**config.mk**
```make
export PLATFORM = sky130hd
export DESIGN_NAME = mem_cfg
export DESIGN_NICKNAME = d
export VERILOG_FILES = /design/src/verilog/mem_cfg_pkg.sv /design/src/verilog/bank_decode.sv /design/src/verilog/mem_cfg.sv
export SDC_FILE = /design/constraint.sdc
export NUM_CORES = 1
export LEC_CHECK = 0
export BUFFER_PORTS_ARGS = -buffer_cell sky130_fd_sc_hd__buf_2
export CAP_MARGIN = 15
export CORE_MARGIN = 2
export CORE_UTILIZATION = 45
export CTS_BUF_LIST = sky130_fd_sc_hd__clkbuf_8
export CTS_CLUSTER_SIZE = 14
export DETAILED_ROUTE_END_ITERATION = 8
export GPL_TIMING_DRIVEN = 1
export HOLD_SLACK_MARGIN = 0.12
export PLACE_DENSITY = 0.78
export SETUP_SLACK_MARGIN = 0.5
export SYNTH_ARGS = -nofsm -noshare
export SYNTH_HDL_FRONTEND = slang
export SYNTH_SLANG_ARGS = --single-unit
```
**constraint.sdc**
```tcl
create_clock -name sys_clk -period 5.5 [get_ports sys_clk]
set_clock_uncertainty 0.15 [all_clocks]
set_input_delay 0.55 -clock sys_clk [delete_from_list [all_inputs] [get_ports sys_clk]]
set_output_delay 0.55 -clock sys_clk [all_outputs]
set_load 0.005 [all_outputs]
```
**src/verilog/mem_cfg_pkg.sv**
```systemverilog
// Constants and types shared by the memory configuration block.
// Summary of operation
// - Read-enable bit n set: reads in 16 KB segment n come from local DRAM.
// - Write-enable bit n set: writes in segment n land in local DRAM.
// - Segments ascend by 16 KB from C0000H; bit 15 ends at FFFFFH.
// - All shadow read and write enables reset to zero.
// - Bank control bits 7:0 hold start address bits 27:20.
// - Size field 11:9: 000 is 1 MB, doubling to 110 for 64 MB.
// - Column field 14:12: 000 is 8 bits, up to 100 for 12 bits.
// - Bits 8 and 15 reserved; all bank fields reset to zero.
// - Bank one control uses the same layout as bank zero.
// - Bank one decodes with the same encodings through the same decoder.
package mem_cfg_pkg;

   // ----------------------------------------------------------------
   // Register map
   // ----------------------------------------------------------------
   // Printed offsets are indices; byte address is four times the index.
   localparam logic [11:0] SHADOW_READ_IDX  = 12'h200;
   localparam logic [11:0] SHADOW_WRITE_IDX = 12'h201;
   localparam logic [11:0] BANK_ZERO_IDX    = 12'h202;
   localparam logic [11:0] BANK_ONE_IDX     = 12'h203;
   localparam logic [13:0] SHADOW_READ_ADDR  = {SHADOW_READ_IDX, 2'b00};
   localparam logic [13:0] SHADOW_WRITE_ADDR = {SHADOW_WRITE_IDX, 2'b00};
   localparam logic [13:0] BANK_ZERO_ADDR    = {BANK_ZERO_IDX, 2'b00};
   localparam logic [13:0] BANK_ONE_ADDR     = {BANK_ONE_IDX, 2'b00};

   // ----------------------------------------------------------------
   // Field layout and reset values
   // ----------------------------------------------------------------
   localparam int START_LSB = 0;
   localparam int START_W   = 8;
   localparam int SIZE_LSB  = 9;
   localparam int SIZE_W    = 3;
   localparam int COL_LSB   = 12;
   localparam int COL_W     = 3;
   localparam logic [15:0] BANK_WRITE_MASK  = 16'h7eff;
   localparam logic [15:0] SHADOW_RESET     = 16'h0000;
   localparam logic [15:0] BANK_RESET       = 16'h0000;
   localparam logic [31:0] UNMAPPED_READ    = 32'h0000_0000;

   // ----------------------------------------------------------------
   // Address space
   // ----------------------------------------------------------------
   localparam int          MEM_ADDR_W     = 28;
   localparam int          MB_SHIFT       = 20;
   localparam logic [19:0] SHADOW_BASE    = 20'hc0000;
   localparam int          SEG_SHIFT      = 14;
   localparam int          SEG_COUNT      = 16;
   localparam logic [3:0]  COL_BASE_BITS  = 4'h8;

   typedef enum logic [1:0] {
      BUS_IDLE = 2'b00,
      BUS_ACK  = 2'b01
   } bus_state_t;

endpackage : mem_cfg_pkg

```
**src/verilog/bank_decode.sv**
```systemverilog
// Decoder turning one bank control word into start, limit and hit.
`timescale 1ns/10ps
module bank_decode
   import mem_cfg_pkg::*;
(
   input  wire logic [15:0]           ctrl,
   input  wire logic [MEM_ADDR_W-1:0] addr,
   output logic      [MEM_ADDR_W:0]   limit,
   output logic      [3:0]            col_bits,
   output logic                       hit
);
   logic [MEM_ADDR_W:0] start;
   logic [MEM_ADDR_W:0] size;
   logic [SIZE_W-1:0]   size_code;

   assign size_code = ctrl[SIZE_LSB +: SIZE_W];
   // Start address granularity of 1 MB.
   assign start = {1'b0, ctrl[START_LSB +: START_W],
                   20'h00000};
   // One megabyte shifted left by the size code.
   assign size  = (MEM_ADDR_W+1)'(1) << (MB_SHIFT + int'(size_code));
   assign limit = start + size;
   assign col_bits = COL_BASE_BITS + {1'b0, ctrl[COL_LSB +: COL_W]};
   assign hit = ({1'b0, addr} >= start) &&
                ({1'b0, addr} < limit);
endmodule : bank_decode

```
**src/verilog/mem_cfg.sv**
```systemverilog
// Shadow RAM enables and bank 0/1 decode registers behind Avalon-MM.
`timescale 1ns/10ps
module mem_cfg
   import mem_cfg_pkg::*;
(
   input  wire logic                   sys_clk,
   input  wire logic                   sys_rst,
   input  wire logic [13:0]            avs_address,
   input  wire logic                   avs_read,
   input  wire logic                   avs_write,
   input  wire logic [31:0]            avs_writedata,
   input  wire logic [3:0]             avs_byteenable,
   output logic      [31:0]            avs_readdata,
   output logic                        avs_waitrequest,
   input  wire logic                   mem_valid,
   input  wire logic                   mem_is_write,
   input  wire logic [MEM_ADDR_W-1:0]  mem_addr,
   output logic                        local_dram_q,
   output logic                        bank_zero_hit_q,
   output logic                        bank_one_hit_q,
   output logic      [3:0]             col_width_q
);

   // ----------------------------------------------------------------
   // Register storage
   // ----------------------------------------------------------------
   logic [15:0]  shadow_read_enable_q;
   logic [15:0]  shadow_write_enable_q;
   logic [15:0]  bank_zero_control_q;
   logic [15:0]  bank_one_control_q;
   logic [31:0]  readdata_q;
   bus_state_t   state_q;
   bus_state_t   state_d;

   // ----------------------------------------------------------------
   // Bus decode
   // ----------------------------------------------------------------
   // Every access is held one cycle by waitrequest so read data comes
   // from a flop; the cost is one extra cycle on each transfer.
   wire        req        = avs_read | avs_write;
   wire        take       = req && (state_q == BUS_ACK);
   wire        wr_take    = take && avs_write;
   wire        sel_sr     = (avs_address == SHADOW_READ_ADDR);
   wire        sel_sw     = (avs_address == SHADOW_WRITE_ADDR);
   wire        sel_b0     = (avs_address == BANK_ZERO_ADDR);
   wire        sel_b1     = (avs_address == BANK_ONE_ADDR);
   wire [15:0] lane_mask  = {{8{avs_byteenable[1]}}, {8{avs_byteenable[0]}}};
   wire [15:0] wdata      = avs_writedata[15:0];

   function automatic logic [15:0] merge(input logic [15:0] old,
                                         input logic [15:0] val,
                                         input logic [15:0] mask);
      merge = (old & ~mask) | (val & mask);
   endfunction : merge

   wire [15:0] sr_d = merge(shadow_read_enable_q, wdata, lane_mask);
   wire [15:0] sw_d = merge(shadow_write_enable_q, wdata, lane_mask);
   // Reserved bits 8 and 15 stay zero whatever software writes.
   wire [15:0] b0_d = merge(bank_zero_control_q, wdata,
                            lane_mask & BANK_WRITE_MASK);
   wire [15:0] b1_d = merge(bank_one_control_q, wdata,
                            lane_mask & BANK_WRITE_MASK);

   wire [15:0] rd_sel = sel_sr ? shadow_read_enable_q  :
                        sel_sw ? shadow_write_enable_q :
                        sel_b0 ? bank_zero_control_q   :
                        sel_b1 ? bank_one_control_q    : 16'h0000;
   wire [31:0] rd_word = {16'h0000, rd_sel} | UNMAPPED_READ;

   always_comb begin
      case (state_q)
         BUS_IDLE: state_d = req ? BUS_ACK : BUS_IDLE;
         BUS_ACK:  state_d = BUS_IDLE;
         default:  state_d = BUS_IDLE;
      endcase
   end

   // ----------------------------------------------------------------
   // Bus handshake and read data
   // ----------------------------------------------------------------
   always_ff @(posedge sys_clk or posedge sys_rst) begin
      if (sys_rst) begin
         state_q         <= BUS_IDLE;
         avs_waitrequest <= 1'b1;
         readdata_q      <= 32'h0000_0000;
      end else begin
         state_q         <= state_d;
         avs_waitrequest <= !(req && state_q == BUS_IDLE);
         if (req && state_q == BUS_IDLE && avs_read) begin
            readdata_q <= rd_word;
         end
      end
   end
   assign avs_readdata = readdata_q;

   // ----------------------------------------------------------------
   // Configuration registers
   // ----------------------------------------------------------------
   always_ff @(posedge sys_clk or posedge sys_rst) begin
      if (sys_rst) begin
         shadow_read_enable_q  <= SHADOW_RESET;
         shadow_write_enable_q <= SHADOW_RESET;
         bank_zero_control_q   <= BANK_RESET;
         bank_one_control_q    <= BANK_RESET;
      end else if (wr_take) begin
         if (sel_sr) shadow_read_enable_q  <= sr_d;
         if (sel_sw) shadow_write_enable_q <= sw_d;
         if (sel_b0) bank_zero_control_q   <= b0_d;
         if (sel_b1) bank_one_control_q    <= b1_d;
      end
   end

   // ----------------------------------------------------------------
   // Shadow region steering
   // ----------------------------------------------------------------
   wire        in_shadow = (mem_addr[MEM_ADDR_W-1:20] == '0) &&
                           (mem_addr[19:18] == SHADOW_BASE[19:18]);
   wire [3:0]  seg_idx   = mem_addr[SEG_SHIFT +: 4];
   wire [15:0] seg_read_en  = shadow_read_enable_q;
   wire [15:0] seg_write_en = shadow_write_enable_q;
   logic [SEG_COUNT-1:0] seg_allow;

   genvar g;
   generate
      for (g = 0; g < SEG_COUNT; g++) begin : g_seg
         // Read and write enables act independently per segment.
         assign seg_allow[g] = mem_is_write ? seg_write_en[g]
                                            : seg_read_en[g];
      end
   endgenerate

   // ----------------------------------------------------------------
   // Bank decode
   // ----------------------------------------------------------------
   logic [3:0]  col0;
   logic [3:0]  col1;
   logic        hit0;
   logic        hit1;

   bank_decode u_bank_zero (
      .ctrl     (bank_zero_control_q),
      .addr     (mem_addr),
      .limit    (),
      .col_bits (col0),
      .hit      (hit0)
   );

   // Same decoder for bank one keeps the encodings identical.
   bank_decode u_bank_one (
      .ctrl     (bank_one_control_q),
      .addr     (mem_addr),
      .limit    (),
      .col_bits (col1),
      .hit      (hit1)
   );

   // Shadow region overrides bank decode: disabled segments go elsewhere.
   wire dram_d = in_shadow ? seg_allow[seg_idx] : (hit0 | hit1);

   always_ff @(posedge sys_clk or posedge sys_rst) begin
      if (sys_rst) begin
         local_dram_q    <= 1'b0;
         bank_zero_hit_q <= 1'b0;
         bank_one_hit_q  <= 1'b0;
         col_width_q     <= 4'h0;
      end else begin
         local_dram_q    <= mem_valid && dram_d;
         bank_zero_hit_q <= mem_valid && hit0;
         bank_one_hit_q  <= mem_valid && !hit0 && hit1;
         col_width_q     <= hit0 ? col0 : col1;
      end
   end

endmodule : mem_cfg

```
==> results.py, run 1 <==
metrics = {
    "run_status": {
        "status": "complete, no violations",
    },
    "critical_path": {
        "crit_top_cell": "ha_1",
        "crit_path_max_fanout": 10,
        "worst_ep_required_time_ns": 5.60,
        "worst_setup_path_start_kind": "register",
        "crit_slowest_cell": "dfrtp_1",
        "path_cells": "nor3_1 -> ha_1 -> inv_1 -> fa_1 -> nor2b_1 -> o31ai_1 -> a21boi_0 -> xnor2_1 -> ha_1 -> a21o_1 -> a2111oi_0 -> a21oi_1 -> a32oi_2 -> mux2_2",
        "worstSetupPathType": "register to register",
        "cp_top_family": "compound AO/OA/AOI/OAI gates",
        "timing.critical_path.slowest_cell_delay_ns": 0.52,
        "r2r_slack_ns": 1.20,
        "end_kind": "register",
        "cp.arrival_ns": 4.40,
        "critPathBufInv": 1,
    },
    "routing": {
        "drc": 0,
        "ant_nets": 0,
        "wl_um": 14280,
        "num_vias": 4445,
        "first_iter_violations": 311,
        "routedWlPerCell_um": 18.42,
        "viasPerCell": 5.735,
        "dr.pass1.iters": 8,
    },
    "placed_design": {
        "placed_cells": 756,
        "hpwl_um": 10640,
        "gp_congestion": 0.8499,
        "numPortBuffers": 89,
        "preCtsSetupSlack_ns": 1.201,
    },
    "pwr": {
        "p_leak_nw": 3.172,
        "total_power_w": 0.001420,
        "worst_ir_drop_vdd_mv": 0.1698,
        "power.density_nw_per_um2": 216.5,
    },
    "timing": {
        "rsz0062_at_grt": "false",
        "max_slew_margin_pct": 15.73,
        "hold_violations": 0,
        "setup_slack_ns": 1.198,
        "max_freq_mhz": 232.4,
        "period_needed_ns": 4.302,
        "tightest_slew_ns": 1.257,
        "slew_violations": 0,
        "setup_viol": 0,
        "post-route-period-util_pct": 78.22,
        "holdWs_ns": 0.2810,
        "finalSetupTns_ns": 0,
    },
    "floorplanning": {
        "die_y_um": 116.5,
        "rows": 41,
        "io-pin-count": 124,
        "initial_utilization_pct": 45.71,
        "die_area_um2": 13580,
        "die_w_um": 116.5,
        "core_um2": 12470,
    },
    "cells_and_area": {
        "final_cell_mix": "89 x buf_2, 84 x dfrtp_1, 54 x ha_1",
        "n_fill_cell": 1052,
        "layout_commonest_cell": "buf_2",
        "area_growth_pct": 15.11,
        "layout-drive-gt1-share_pct": 32.17,
        "nets": 738,
        "num_antenna_cells": 0,
        "fin_cells": 775,
    },
    "logic_synthesis": {
        "synth_xor_area_share_pct": 1.537,
        "syn_area_um2": 5698,
        "avgSynthCellArea_um2": 11.17,
        "synth_top_family_by_area": "multiplexers",
        "seq_area_frac_synth_pct": 37.35,
        "yosysUniqueCellTypes": 53,
        "synthSimpleGateAreaFrac_pct": 13.94,
        "synth_cells": 510,
        "synth_edf_count": 0,
        "synth_fa_ha_area_share_pct": 12.56,
        "synth-compound-area-share_pct": 11.05,
        "synthMuxAreaShare_pct": 17.83,
        "yosysWarnings": 0,
        "synth-async-reset-ratio_pct": 100.0,
        "synth_seq_cells": 85,
        "synth_top_flop_cell": "dfrtp_1",
    },
    "clock_tree": {
        "clock_sinks": 85,
        "clk_pin_slew_ns": 0.08,
        "cts_tree": "built",
        "clockBufferDepth": 2,
        "cts_buffers": 9,
        "clock-root-buffer": "clkbuf_8",
        "cts.htree.levels": 3,
        "post_cts_buffers": 0,
        "clk-insertion-delay-late_ns": 0.36,
    },
    "global_routing": {
        "grt_pass1_vias": 4420,
        "grt_pass1_wl_um": 22570,
        "overflow": 0,
        "groute.usage.overall_pct": 21.74,
        "antenna_found_initial": 0,
        "grt_max_degree": 86,
    },
    "worst_hold_path": {
        "hp-class": "input port to register",
    },
    "run": {
        "drv_cap": 0,
    },
}
==> cell families after synthesis <==
group / after synthesis
other: 2
XOR/XNOR: 10
flip-flops: 85
AO/OA/AOI/OAI: 92
multiplexers: 77
adder cells (fa/ha/maj): 56
buffers and inverters: 65
AND/OR/NAND/NOR: 123
==> through the flow <==
step	cell area [µm²]	utilization (%)
after floorplan	5777	-
after global placement	6238	50.05
after detailed placement	6238	50.05
after CTS	6510	52.22
after global routing	6559	52.61
final	6559	52.61
==> what timing repair did <==
action / in CTS / in global routing
hold buffers: 0 / 1
gates resized for setup: 0 / 0
hold endpoints to repair: 0 / 11
==> worst paths after layout <==
kind | startpoint | to | cells after the start
worst max register to register | register | col_width_q[1] | 14
worst max-delay path | register | col_width_q[1] | 14
min in group asynchronous | sys_rst | col_width_q[3] | 4
worst min-delay path | mem_valid | bank_zero_hit_q | 2
worst min register to register | register | register | 1
max in group asynchronous | sys_rst | async pin | 5
==> metal layers <==
metal / track usage [%] / wire, µm
met1: 27.47 / 5949
met5: 0 / 0
met4: 7.778 / 400
met3: 4.670 / 945
met2: 36.90 / 6981
==> where the power goes <==
part	switching [W]	internal [W]	total, W	leakage (nW)
Sequential	0.0000147	0.000648	0.000663	1.15
Combinational	0.000102	0.0000731	0.000175	1.89
Clock	0.000223	0.000360	0.000582	0.136
Total	0.000339	0.00108	0.00142	3.17
==> cell type report <==
cell class	instances	area (µm²)	area share [%]
multi-input combinational	381	3332	50.80
sequential	85	2128	32.45
timing repair buffer	94	509.2	7.764
tap	172	215.2	3.281
clock buffer	10	137.6	2.098
clock inverter	6	133.9	2.041
inverter	27	102.6	1.564
==> synthesized netlist by cell type (6+ instances only) <==
library cell / count / area share (%)
a31oi_1: 15 / 1.6
ha_1: 54 / 12
dfrtp_1: 84 / 37
xor2_1: 6 / 0.92
nand4_1: 6 / 0.66
mux2_2: 42 / 8.3
nor4_4: 6 / 2.2
a21oi_1: 18 / 1.6
nor2b_1: 12 / 1.3
clkbuf_1: 12 / 0.79
nor4_1: 6 / 0.66
buf_4: 17 / 2.2
o21ai_0: 14 / 1.2
a21o_1: 6 / 0.79
a22oi_1: 12 / 1.6
nand2_1: 20 / 1.3
mux2_1: 8 / 1.6
a222oi_1: 8 / 1.4
mux4_2: 9 / 3.6
inv_1: 26 / 1.7
nor3_1: 8 / 0.70
mux2_4: 14 / 3.7
nor2_1: 33 / 2.2
buf_2: 9 / 0.79
Power figures use the tool's default switching activity.
==> inputs of run 2 (changes only) <==
clock period = 4.4 ns   (was 5.5 ns; I/O delays follow)
==> run 2 against run 1 <==
Effect of this change: total power is 16% higher; non-clock buffer count is 7 higher; core utilization is 0.56 points higher; routed wire length is 1.5% higher; register-to-register slack worse by 0.51 ns; clock-buffer cell count is 1 lower; clock power is 2% higher; critical path depth stayed put; critical path type unchanged.
==> results.py, run 2 (synthesized netlist as in run 1, its figures left out) <==
metrics = {
    "pwr": {
        "power.density_nw_per_um2": 248.5,
        "worst_ir_drop_vdd_mv": 0.1964,
        "p_leak_nw": 3.173,
    },
    "critical_path": {
        "worstSetupPathType": "register to register",
        "crit_end": "col_width_q[1]",
        "reg2regPathDepth": 14,
        "crit_path_max_fanout": 4,
        "crit-reg2reg-capture": "col_width_q[1]",
        "cp.arrival_ns": 3.81,
        "r2r_slack_ns": 0.69,
        "worst_setup_path_start_kind": "register",
        "end_kind": "register",
        "worst_ep_required_time_ns": 4.49,
    },
    "timing": {
        "rsz0062_at_grt": "false",
        "max_freq_mhz": 269.4,
        "post-route-period-util_pct": 84.35,
        "finalSetupTns_ns": 0,
        "setup_viol": 0,
        "hold_violations": 0,
        "slew_violations": 0,
        "tightest_slew_ns": 1.175,
        "period_needed_ns": 3.711,
        "setup_slack_ns": 0.6887,
        "max_slew_margin_pct": 21.27,
    },
    "placed_design": {
        "preCtsSetupSlack_ns": 0.1696,
        "numPortBuffers": 89,
        "gp_congestion": 0.8786,
        "hpwl_um": 10990,
    },
    "floorplanning": {
        "core_um2": 12470,
        "die_y_um": 116.5,
        "die_w_um": 116.5,
        "rows": 41,
        "initial_utilization_pct": 45.71,
        "die_area_um2": 13580,
        "io-pin-count": 124,
    },
    "routing": {
        "dr.pass1.iters": 5,
        "wl_um": 14500,
        "ant_nets": 0,
        "num_vias": 4519,
        "routedWlPerCell_um": 18.54,
        "first_iter_violations": 324,
        "drc": 0,
        "viasPerCell": 5.779,
    },
    "worst_hold_path": {
        "hp-class": "input port to register",
    },
    "cells_and_area": {
        "layout_commonest_cell": "buf_2",
        "area_growth_pct": 16.34,
        "layout-drive-gt1-share_pct": 35.90,
        "num_antenna_cells": 0,
        "utilization_pct": 53.18,
        "final_cell_mix": "89 x buf_2, 80 x dfrtp_1, 54 x ha_1",
        "nets": 745,
    },
    "global_routing": {
        "overflow": 0,
        "grt_pass1_vias": 4540,
        "groute.usage.overall_pct": 22.27,
        "grt_pass1_wl_um": 23330,
        "antenna_found_initial": 0,
        "grt_max_degree": 54,
    },
    "run": {
        "drv_cap": 0,
    },
    "clock_tree": {
        "clock-root-buffer": "clkbuf_8",
        "cts_tree": "built",
        "clock_sinks": 85,
        "clk_pin_slew_ns": 0.09,
        "clk-insertion-delay-late_ns": 0.37,
        "clockBufferDepth": 2,
        "cts_buffers": 9,
        "cts.htree.levels": 3,
    },
    "run_status": {
        "status": "complete, no violations",
    },
}
[run 2: layer usage]
| metal | part of all wire (%) | track usage (%) |
|---|---|---|
| met1 | 41 | 28.40 |
| met5 | 0 | 0 |
| met4 | 2.0 | 6.825 |
| met3 | 7.2 | 5.189 |
| met2 | 50 | 37.75 |
[run 2: worst min-delay path by stage]
stage	depth (start not counted)	startpoint	end
floorplan	1	register	register
global placement	2	sys_rst	col_width_q[3]
detailed placement	2	sys_rst	col_width_q[3]
CTS	2	mem_valid	bank_zero_hit_q
global route	2	mem_valid	local_dram_q
finish	2	mem_valid	bank_zero_hit_q
[run 2: through the flow]
stage / power (W) / cells / hold slack, ns / instance area, µm²
3_5_place_dp: 0.001056 / 759 / 0.3617 / 6261
2_1_floorplan: 0.0009597 / 531 / 0.3424 / 5777
4_1_cts: 0.001652 / 780 / 0.1558 / 6534
6_report: 0.001647 / 782 / 0.1651 / 6629
5_1_grt: 0.001718 / 782 / 0.1680 / 6629
3_3_place_gp: 0.001047 / 759 / 0.3498 / 6261
[run 2: report_power, final]
part,switching (W),leakage (nW),internal [W]
Combinational,0.000130,1.92,0.0000942
Sequential,0.0000172,1.14,0.000810
Clock,0.000319,0.108,0.000277
Total,0.000466,3.17,0.00118
[run 2: timing repair]
item / 4_1_cts / 5_1_grt
hold endpoints to repair: 31 / 0
setup buffers: 4 / 1
pin swaps: 4 / 6
hold buffers: 1 / 0
resized for setup: 8 / 19
endpoints found under the setup margin: 6 / 6
[run 2: critical path, stage by stage, from the launching register on]
cell	delay, ns
dfrtp_2	0.46
nor3_2	0.21
ha_1	0.19
inv_1	0.06
fa_2	0.36
nor2b_2	0.15
o31ai_2	0.08
a21boi_1	0.22
xnor2_1	0.15
ha_1	0.26
a21o_1	0.19
a2111oi_4	0.30
a21oi_2	0.11
a32oi_4	0.32
mux2_2	0.38
[run 2: layout make-up]
cell class / count / area [µm²]
Sequential cell: 85 / 2133
Clock inverter: 7 / 85.08
Multi-Input combinational cell: 381 / 3427
Fill cell: 1046 / 5837
Tap cell: 172 / 215.2
Inverter: 27 / 102.6
Timing Repair Buffer: 101 / 541.8
Clock buffer: 9 / 123.9
==> inputs of run 3 (changes only) <==
PLACE_DENSITY = 0.81   (was 0.78)
clock period = 3.08 ns   (was 4.4 ns; I/O delays follow)
==> run 3 against run 2 <==
Effect of this change: the run now ends with setup timing left; register-to-register slack worse by 1.2 ns; critical path depth grew 1; setup slack got worse by 1.2 ns; critical endpoint is now col_width_q[2]; largest power group unchanged.
==> results.py, run 3 (synthesized netlist as in run 1, its figures left out) <==
metrics = {
    "routing": {
        "wl_um": 15870,
        "drc": 0,
        "routedWlPerCell_um": 18.62,
        "viasPerCell": 5.596,
        "dr.pass1.iters": 6,
        "ant_nets": 0,
        "first_iter_violations": 360,
        "num_vias": 4768,
    },
    "worst_hold_path": {
        "hold_start": "avs_write",
        "hp-class": "input port to register",
    },
    "floorplanning": {
        "die_area_um2": 13580,
        "rows": 41,
        "initial_utilization_pct": 45.71,
        "io-pin-count": 124,
        "die_y_um": 116.5,
        "core_um2": 12470,
        "die_w_um": 116.5,
    },
    "timing": {
        "setup_slack_ns": -0.4756,
        "slew_violations": 0,
        "hold_violations": 0,
        "holdWs_ns": 0.1461,
        "max_freq_mhz": 281.2,
        "post-route-period-util_pct": 115.4,
        "rsz0062_at_grt": "true",
        "tightest_slew_ns": 0.6782,
        "setup_viol": 6,
        "period_needed_ns": 3.556,
        "max_slew_margin_pct": 54.45,
    },
    "clock_tree": {
        "clock_sinks": 85,
        "cts_tree": "built",
        "cts_buffers": 9,
        "cts.htree.levels": 3,
        "clk-insertion-delay-late_ns": 0.37,
        "clock-root-buffer": "clkbuf_8",
        "clockBufferDepth": 2,
        "clk_pin_slew_ns": 0.09,
    },
    "cells_and_area": {
        "nets": 814,
        "area_growth_pct": 27.38,
        "layout-drive-gt1-share_pct": 41.38,
        "final_cell_mix": "89 x buf_2, 84 x dfrtp_1, 59 x buf_4",
        "layout_commonest_cell": "buf_2",
        "n_fill_cell": 1004,
    },
    "global_routing": {
        "antenna_found_initial": 1,
        "grt_pass1_vias": 4805,
        "grt_pass1_wl_um": 24410,
        "groute.usage.overall_pct": 23.66,
        "overflow": 0,
        "grt_max_degree": 67,
    },
    "placed_design": {
        "hpwl_um": 11990,
        "gp_congestion": 0.9174,
        "numPortBuffers": 89,
        "preCtsSetupSlack_ns": -0.5746,
    },
    "run": {
        "drv_cap": 0,
    },
    "critical_path": {
        "end_kind": "register",
        "worst_setup_path_start_kind": "register",
        "crit_slowest_cell": "dfrtp_1",
        "worst_ep_required_time_ns": 3.19,
        "timing.critical_path.slowest_cell_delay_ns": 0.44,
        "cp.arrival_ns": 3.67,
        "crit_path_max_fanout": 6,
        "worstSetupPathType": "register to register",
        "path_cells": "nor3_2 -> ha_2 -> inv_2 -> fa_2 -> nor2b_4 -> o31ai_4 -> a21boi_2 -> xnor2_1 -> ha_1 -> a21o_1 -> a2111oi_4 -> a21oi_2 -> a32oi_2 -> buf_6 -> mux2_4",
    },
    "pwr": {
        "p_leak_nw": 3.539,
        "power.internal_w": 0.001690,
        "swShare_pct": 27.95,
        "sequentialPowerShare_pct": 50.4,
        "p_switching_w": 0.0006555,
        "combinationalPowerShare_pct": 14.8,
        "clkPwrFrac_pct": 34.8,
        "worst_ir_drop_vdd_mv": 0.2506,
        "power.density_nw_per_um2": 323.1,
    },
    "run_status": {
        "status": "finished, violations left",
        "violations": "setup timing",
    },
}
==> run 3: worst max-delay path: cells and delay by family, from the launching register on <==
kind                       cells  cell delay, ns
and+or+nand+nor                2            0.35
AOI/OAI and AO/OA              6            1.01
buffers and inverters          2            0.21
DFF                            1            0.44
muxes                          1            0.30
xor gates and xnor gates       1            0.14
adders and majority gates      3            0.84
==> run 3: area by class of cell <==
type	count	area (µm²)	area share (%)
inverters	27	105.1	1.448
clock buffers	9	123.9	1.707
clock inverters	7	73.82	1.017
flip-flops and latches	85	2128	29.32
well taps	172	215.2	2.965
multi-input cells	381	3488	48.06
repair buffers	170	1121	15.45
diodes	1	2.502	0.03448
==> run 3: power groups by stage <==
stage	clock [W]	combinational, W	sequential, W
after global placement	0	0.000304	0.00120
after global routing	0.000862	0.000384	0.00119
after CTS	0.000817	0.000340	0.00118
final	0.000816	0.000346	0.00118
after floorplan	0	0.000170	0.00120
after detailed placement	0	0.000317	0.00121
==> run 3: final timing paths <==
path / slack, ns / cells after the start / to
worst max-delay path: -0.48 / 15 / col_width_q[2]
worst min-delay path: 0.15 / 3 / avs_waitrequest
worst max register to register: -0.48 / 15 / col_width_q[2]
worst min register to register: 0.38 / 2 / avs_readdata[15]
max in group asynchronous: 1.73 / 4 / async pin
min in group asynchronous: 0.35 / 3 / col_width_q[3]
==> run 3: repair_timing <==
action / 4_1_cts / 5_1_grt
setup buffers: 4 / 6
pin swaps: 9 / 23
cloned: 0 / 0
gates resized for setup: 13 / 26
endpoints found under the hold margin: 72 / 0
hold buffers: 19 / 0
endpoints found under the setup margin: 6 / 6
==> run 3: per-layer routing <==
layer  global-route usage (%)  share of wire, %  up-vias
li1                         -                 -     2181
met1                    30.71                41     2311
met2                    38.91                48      226
met3                    4.722               7.8       50
met4                    9.683               3.3        0
met5                        0                 0        -
==> run 3: per-stage QoR <==
| step | util [%] | cells | TNS, ns | instance area [µm²] | total power (W) |
|---|---|---|---|---|---|
| final | 58.23 | 852 | -2.469 | 7258 | 0.002345 |
| after global routing | 58.21 | 851 | -3.551 | 7256 | 0.002433 |
| after CTS | 57.04 | 845 | -2.614 | 7111 | 0.002340 |
| after detailed placement | 53.40 | 806 | -3.049 | 6656 | 0.001522 |
| after global placement | 53.40 | 806 | -2.370 | 6656 | 0.001507 |
| after floorplan | - | 531 | -2.025 | 5829 | 0.001374 |
